**config.mk**
```make
export PLATFORM = sky130hd
export DESIGN_NAME = ccdo_datapath
export DESIGN_NICKNAME = d
export VERILOG_FILES = /design/src/verilog/ccdo_pkg.sv /design/src/verilog/ccdo_datapath.sv
export SDC_FILE = /design/constraint.sdc
export NUM_CORES = 1
export LEC_CHECK = 0
export BUFFER_PORTS_ARGS = -buffer_cell sky130_fd_sc_hd__buf_2
export CAP_MARGIN = 10
export CELL_PAD_IN_SITES_DETAIL_PLACEMENT = 0
export CELL_PAD_IN_SITES_GLOBAL_PLACEMENT = 1
export CORE_ASPECT_RATIO = 0.75
export CORE_MARGIN = 2
export CORE_UTILIZATION = 40
export CTS_BUF_LIST = sky130_fd_sc_hd__clkbuf_8
export DETAILED_ROUTE_END_ITERATION = 10
export GPL_TIMING_DRIVEN = 0
export PLACE_DENSITY_LB_ADDON = 0.08
export SLEW_MARGIN = 10
export SYNTH_ARGS = -nofsm -noshare
export SYNTH_HDL_FRONTEND = slang
export SYNTH_SLANG_ARGS = --single-unit
export TNS_END_PERCENT = 50
```
**constraint.sdc**
```tcl
create_clock -name core_clk -period 4.36 [get_ports core_clk]
set_input_delay 0.654 -clock core_clk [delete_from_list [all_inputs] [get_ports core_clk]]
set_output_delay 0.654 -clock core_clk [all_outputs]
set_load 0.03 [all_outputs]
```
**src/verilog/ccdo_pkg.sv**
```systemverilog
// package: operation codes, widths and constants for the clear/compare/decrement datapath
package ccdo_pkg;
    localparam int CCDO_DATA_W = 8;
    localparam int CCDO_ADDR_W = 6;
    localparam logic [7:0] CCDO_ZERO = 8'h00;
    localparam logic [7:0] CCDO_ONE = 8'h01;
    localparam logic CCDO_DEST_WORK = 1'b0;
    localparam logic CCDO_DEST_FILE = 1'b1;

    typedef enum logic [2:0]
    {
        CCDO_OP_NONE,
        CCDO_OP_CLEAR_WORKING,
        CCDO_OP_CLEAR_WATCHDOG,
        CCDO_OP_CLEAR_FILE,
        CCDO_OP_COMPLEMENT_FILE,
        CCDO_OP_COMPARE,
        CCDO_OP_MINUS_ONE
    } ccdo_op_e;

    // one instruction as issued by the decoder
    typedef struct packed {
        logic valid;
        ccdo_op_e op;
        logic result_target_bit;
        logic [5:0] file_addr;
        logic [7:0] file_data;
        logic [7:0] working_in;
    } ccdo_req_s;

    // registered results
    typedef struct packed {
        logic [7:0] working_register;
        logic working_we;
        logic [7:0] file_wdata;
        logic [5:0] file_waddr;
        logic file_we;
        logic result_nil_flag;
        logic borrow_not_flag;
        logic watchdog_expiry_flag;
        logic power_down_flag;
        logic watchdog_clear;
        logic divider_clear;
        logic done;
    } ccdo_state_s;
endpackage

```
**src/verilog/ccdo_datapath.sv**
```systemverilog
// module: single-cycle execution datapath for clear, complement, compare and decrement
`timescale 1ns/10ps
// Behaviour
// - clear working op loads 00h into working register, sets nil flag, one cycle.
// - clear watchdog op clears watchdog, and shared divider when assigned to it.
// - clear watchdog op sets expiry and power-down flags, nothing else changes.
// - clear file op writes 00h to addressed slot and sets nil flag.
// - complement op inverts slot, routes by target bit, updates nil flag.
// - target bit 0 sends result to working register, 1 back to slot.
// - compare computes slot minus working register, updates nil and borrow-not flags.
// - compare discards difference, working register and slot unchanged, one cycle.
// - minus one op decrements slot, routes by target bit, updates only nil flag.
module ccdo_datapath
    import ccdo_pkg::*;
(
    input wire logic core_clk, // core instruction clock
    input wire logic rst_n, // synchronous reset, active low
    input wire ccdo_req_s req, // decoded instruction and operands
    input wire logic divider_to_watchdog, // shared divider assigned to watchdog
    input wire logic nil_in, // current nil flag
    input wire logic borrow_not_in, // current borrow-not flag
    input wire logic expiry_in, // current watchdog expiry flag
    input wire logic power_down_in, // current power-down flag
    output logic [7:0] working_register, // working register value
    output logic working_we, // working register written this cycle
    output logic [7:0] file_wdata, // file slot write data
    output logic [5:0] file_waddr, // file slot write address
    output logic file_we, // file slot write strobe
    output logic result_nil_flag, // nil flag
    output logic borrow_not_flag, // borrow-not flag
    output logic watchdog_expiry_flag, // watchdog expiry flag
    output logic power_down_flag, // power-down flag
    output logic watchdog_clear, // pulse clearing watchdog counter
    output logic divider_clear, // pulse clearing shared divider
    output logic done // instruction completed
);
    ccdo_state_s s_q;
    ccdo_state_s s_d;

    function automatic logic is_nil(input logic [7:0] v);
        is_nil = (v == CCDO_ZERO);
    endfunction

    // ***************************
    // next state
    // ***************************
    logic [8:0] diff;
    logic [7:0] res;
    always_comb
    begin
        // ninth bit of the difference is the borrow out
        diff = {1'b0, req.file_data} - {1'b0, req.working_in};
        res = CCDO_ZERO;
        // write data holds between strobes; the core only looks at it under a strobe
        s_d = s_q;
        s_d.working_we = 1'b0;
        s_d.file_we = 1'b0;
        s_d.watchdog_clear = 1'b0;
        s_d.divider_clear = 1'b0;
        s_d.done = 1'b0;
        s_d.file_waddr = req.file_addr;
        // flags follow the core's copies unless an op changes them
        s_d.result_nil_flag = nil_in;
        s_d.borrow_not_flag = borrow_not_in;
        s_d.watchdog_expiry_flag = expiry_in;
        s_d.power_down_flag = power_down_in;
        if (req.valid)
        begin
            s_d.done = 1'b1;
            case (req.op)
                CCDO_OP_CLEAR_WORKING:
                begin
                    s_d.working_register = CCDO_ZERO;
                    s_d.working_we = 1'b1;
                    s_d.result_nil_flag = 1'b1;
                end
                CCDO_OP_CLEAR_WATCHDOG:
                begin
                    s_d.watchdog_clear = 1'b1;
                    s_d.divider_clear = divider_to_watchdog;
                    s_d.watchdog_expiry_flag = 1'b1;
                    s_d.power_down_flag = 1'b1;
                end
                CCDO_OP_CLEAR_FILE:
                begin
                    s_d.file_wdata = CCDO_ZERO;
                    s_d.file_we = 1'b1;
                    s_d.result_nil_flag = 1'b1;
                end
                CCDO_OP_COMPLEMENT_FILE, CCDO_OP_MINUS_ONE:
                begin
                    if (req.op == CCDO_OP_COMPLEMENT_FILE)
                        res = ~req.file_data;
                    else
                        res = req.file_data - CCDO_ONE;
                    s_d.result_nil_flag = is_nil(res);
                    if (req.result_target_bit == CCDO_DEST_FILE)
                    begin
                        s_d.file_wdata = res;
                        s_d.file_we = 1'b1;
                    end
                    else
                    begin
                        s_d.working_register = res;
                        s_d.working_we = 1'b1;
                    end
                end
                CCDO_OP_COMPARE:
                begin
                    // difference only feeds flags; no write strobe raised
                    s_d.result_nil_flag = is_nil(diff[7:0]);
                    s_d.borrow_not_flag = ~diff[8];
                end
                default:
                begin
                    s_d.done = 1'b0;
                end
            endcase
        end
    end

    // one reset edge clears every output, strobes included
    always_ff @(posedge core_clk)
    begin
        if (!rst_n)
            s_q <= '0;
        else
            s_q <= s_d;
    end

    assign working_register = s_q.working_register;
    assign working_we = s_q.working_we;
    assign file_wdata = s_q.file_wdata;
    assign file_waddr = s_q.file_waddr;
    assign file_we = s_q.file_we;
    assign result_nil_flag = s_q.result_nil_flag;
    assign borrow_not_flag = s_q.borrow_not_flag;
    assign watchdog_expiry_flag = s_q.watchdog_expiry_flag;
    assign power_down_flag = s_q.power_down_flag;
    assign watchdog_clear = s_q.watchdog_clear;
    assign divider_clear = s_q.divider_clear;
    assign done = s_q.done;
endmodule // ccdo_datapath

```
==> flow_summary_export.csv <==
group,metric,value,unit
floorplanning,core_area,4150,sq um
setup_path,cp-end-kind,"register",
global_routing,grt_usage,18.5,%
yosys,synth_area_per_cell,8.59,sq um
power,p_leak,1.07,nW
setup_path,path_class,"in2reg",
placement,place_ws,1730,ps
setup_path,cpMaxStageDelayCell,"fa_1",
timing,final-setup-viol-count,0,
yosys,synth_area_leader_cell,"dfxtp_1",
cells_and_area,finalNonFillerCells,330,
global_routing,grt_start_max_net_pins,12,
setup_path,required,4580,ps
yosys,synth-edff-count,0,
setup_path,reg2reg_slack,3690,ps
yosys,ys_ff_latch,31,
yosys,synth_top_cell_area_share,35.1,%
job,max_cap_violations,0,
global_routing,grt_antenna_before_repair,0,
global_routing,overflow,0,
hold_path,hold_class,"reg2reg",
route,first_pass_iters,4,
cells_and_area,final_nets,318,
power,powerDensity,323,nW/um^2
yosys,synthCells,206,
route,vias_per_cell,5.12,
setup_path,path_buf_inv,2,
cells_and_area,syn2layout_area_growth,27.5,%
clock_tree,clock_path_buffers,2,
timing,rsz0062_at_grt,"false",
route,drt_wl_total,4250,microns
clock_tree,path_clk_slew,70,ps
run_status,status,"finished, final reports clean",
placement,port-buffer-count,61,
timing,fin_crit_sh,53.5,%
setup_path,startpoint_type,"input port",
setup_path,path_max_fanout,7,
yosys,synth_top_flop_cell,"dfxtp_1",
timing,setup_ws,2030,ps
global_routing,grt_pass1_vias,1544,
hold_path,worstHoldStart,"file_wdata[0]$_SDFFE_PN0P_",
floorplanning,rows,20,
route,first_iter_violations,73,
global_routing,use_met1,25.6,%
global_routing,met2_usage,28.2,%
floorplanning,die_w,80.8,microns
timing,final_max_slew_viol_count,0,
floorplanning,io_pins,65,
hold_path,hold_depth,2,
floorplanning,die-height,61.6,microns
yosys,syn_area,1770,sq um
clock_tree,post_cts_resized,0,
clock_tree,cts_buffers,5,
global_routing,use_met3,6.60,%
setup_path,rr_endpoint,"file_wdata[6]$_SDFFE_PN0P_",
setup_path,arrival,2550,ps
clock_tree,postCtsSetupBuffers,0,
placement,gp_congestion,0.781,
yosys,synth_cell_types,56,
clock_tree,clock_latency,280,ps
floorplanning,start_util,42.6,%
clock_tree,htree_levels,2,
power,p_total,730,uW
yosys,synth.yosys.warnings,0,
route,drc,0,
yosys,syn_nets,250,
cells_and_area,antenna_cells,0,
yosys,synth_area_leaders,"dfxtp_1 (35%), a22oi_1 (6.8%), ha_1 (6.4%)",
route,postRouteAntennaNets,0,
hold_path,hold-path-endpoint,"file_wdata[0]$_SDFFE_PN0P_",
timing,max_slew.worst_pin.slew,921,ps
clock_tree,clockRootBuffer,"clkbuf_8",
cells_and_area,n_fill_cell,433,
timing,slew_headroom,38.2,%
setup_path,critPathTopFamily,"compound AO/OA/AOI/OAI gates",
cells_and_area,drive_above_1_share,30.9,%
timing,max_freq,429,MHz
cells_and_area,mostFrequentLayoutCells,"buf_2 (62), dfxtp_1 (31), nor2_1 (29)",
setup_path,path_cells,"buf_2 > inv_1 > ha_1 > fa_1 > nand2b_1 > a21oi_1 > xor2_1 > a2111oi_0 > a31o_1",
global_routing,grt.busiest_layer,"met2",
clock_tree,cts_tree,"yes",
timing,finalSetupTns,0,ps
clock_tree,ctsHoldBuffers,0,
clock_tree,clock-sinks,31,
timing,period_needed,2330,ps
yosys,yosysSeqAreaShare,35.1,%
setup_path,r2r-start,"file_wdata[6]$_SDFFE_PN0P_",
route,via_count,1688,
setup_path,slowest_delay,400,ps
timing,whs,481,ps
timing,clock_skew,0,ps
setup_path,reg2reg_depth,2,
cells_and_area,layout_commonest_cell,"buf_2",
placement,place_inst,322,
floorplanning,die_area,4980,sq um
route,wl_per_cell,12.9,microns
global_routing,grt_pass1_wl,6930,microns
placement,dp_hpwl,3400,microns
power,vdd_ir_drop_max,0.173,mV
yosys,ys_async_sr_fraction,0,%
timing,hold_viol_final,0,
==> sequential cells by signal, indices dropped and copies added (netlist names) <==
register	count
power_down_flag	1
watchdog_clear	1
working_we	1
result_nil_flag	1
watchdog_expiry_flag	1
divider_clear	1
working_register	8
file_waddr	6
done	1
file_wdata	8
file_we	1
borrow_not_flag	1
==> per-stage QoR <==
| step | utilization (%) | instance area, sq um |
|---|---|---|
| floorplan | - | 1770 |
| global placement | 51.6 | 2140 |
| detailed placement | 51.6 | 2140 |
| CTS | 54.3 | 2260 |
| global route | 54.3 | 2260 |
| finish | 54.3 | 2260 |
==> worst max path at each step <==
stage,start,to,slack [ps],cells after the start
2_1_floorplan,req[9],result_nil_flag$_SDFF_PN0_,2120,8
3_3_place_gp,req[8],result_nil_flag$_SDFF_PN0_,1740,9
3_5_place_dp,req[8],result_nil_flag$_SDFF_PN0_,1730,9
4_1_cts,req[8],result_nil_flag$_SDFF_PN0_,2010,9
5_1_grt,req[8],result_nil_flag$_SDFF_PN0_,1840,9
6_report,req[8],result_nil_flag$_SDFF_PN0_,2030,9
==> worst min-delay path: stages, from the launching register on <==
cell,delay (ps)
dfxtp_1,320
nand2_1,60
a21oi_1,50
==> cell type report <==
class	count	area [sq um]	area share, %
buffer	11	70.1	3.10
clock buffer	5	68.8	3.05
clock inverter	3	43.8	1.94
inverter	12	45.0	2.00
multi-input combinational	152	1030	45.8
sequential	31	621	27.5
tap	55	68.8	3.05
timing repair buffer	61	305	13.5
==> synth_stat cells (all sizes together), types with 2 or more instances <==
| cell | count |
|---|---|
| ha | 9 |
| o21ai | 7 |
| or3 | 4 |
| a22oi | 16 |
| dfxtp | 31 |
| a2111oi | 3 |
| nor2 | 29 |
| clkbuf | 6 |
| a21oi | 8 |
| nor3 | 5 |
| nor3b | 4 |
| nand2 | 10 |
| o311ai | 2 |
| nand3 | 2 |
| nand2b | 3 |
| and3b | 2 |
| buf | 5 |
| o31a | 2 |
| and2 | 10 |
| xnor2 | 3 |
| or2 | 2 |
| inv | 12 |
| mux2 | 2 |
| a211o | 2 |
| xor2 | 4 |
==> routing by layer <==
| layer | routed length (microns) | vias up |
|---|---|---|
| li1 | - | 874 |
| met1 | 2180 | 752 |
| met2 | 1750 | 60 |
| met3 | 300 | 2 |
| met4 | 13 | 0 |
| met5 | 0 | - |
==> logic make-up (layout without fill, tap and decap cells) <==
kind of cell | count (synthesis) | in the layout | synth area share, %
simple gates | 79 | 79 | 23.5
compound gates | 54 | 54 | 22.5
flops | 31 | 31 | 35.1
buf+inv | 23 | 92 | 6.50
fa+ha+maj | 10 | 10 | 7.49
xor+xnor | 7 | 7 | 3.46
mux | 2 | 2 | 1.48
==> report_power, final <==
| group | switching (mW) | internal [mW] | leakage (nW) |
|---|---|---|---|
| registers | 0.00273 | 0.293 | 0.253 |
| clock network | 0.112 | 0.170 | 0.0581 |
| logic | 0.0893 | 0.0635 | 0.760 |
Power figures use the tool's default switching activity.
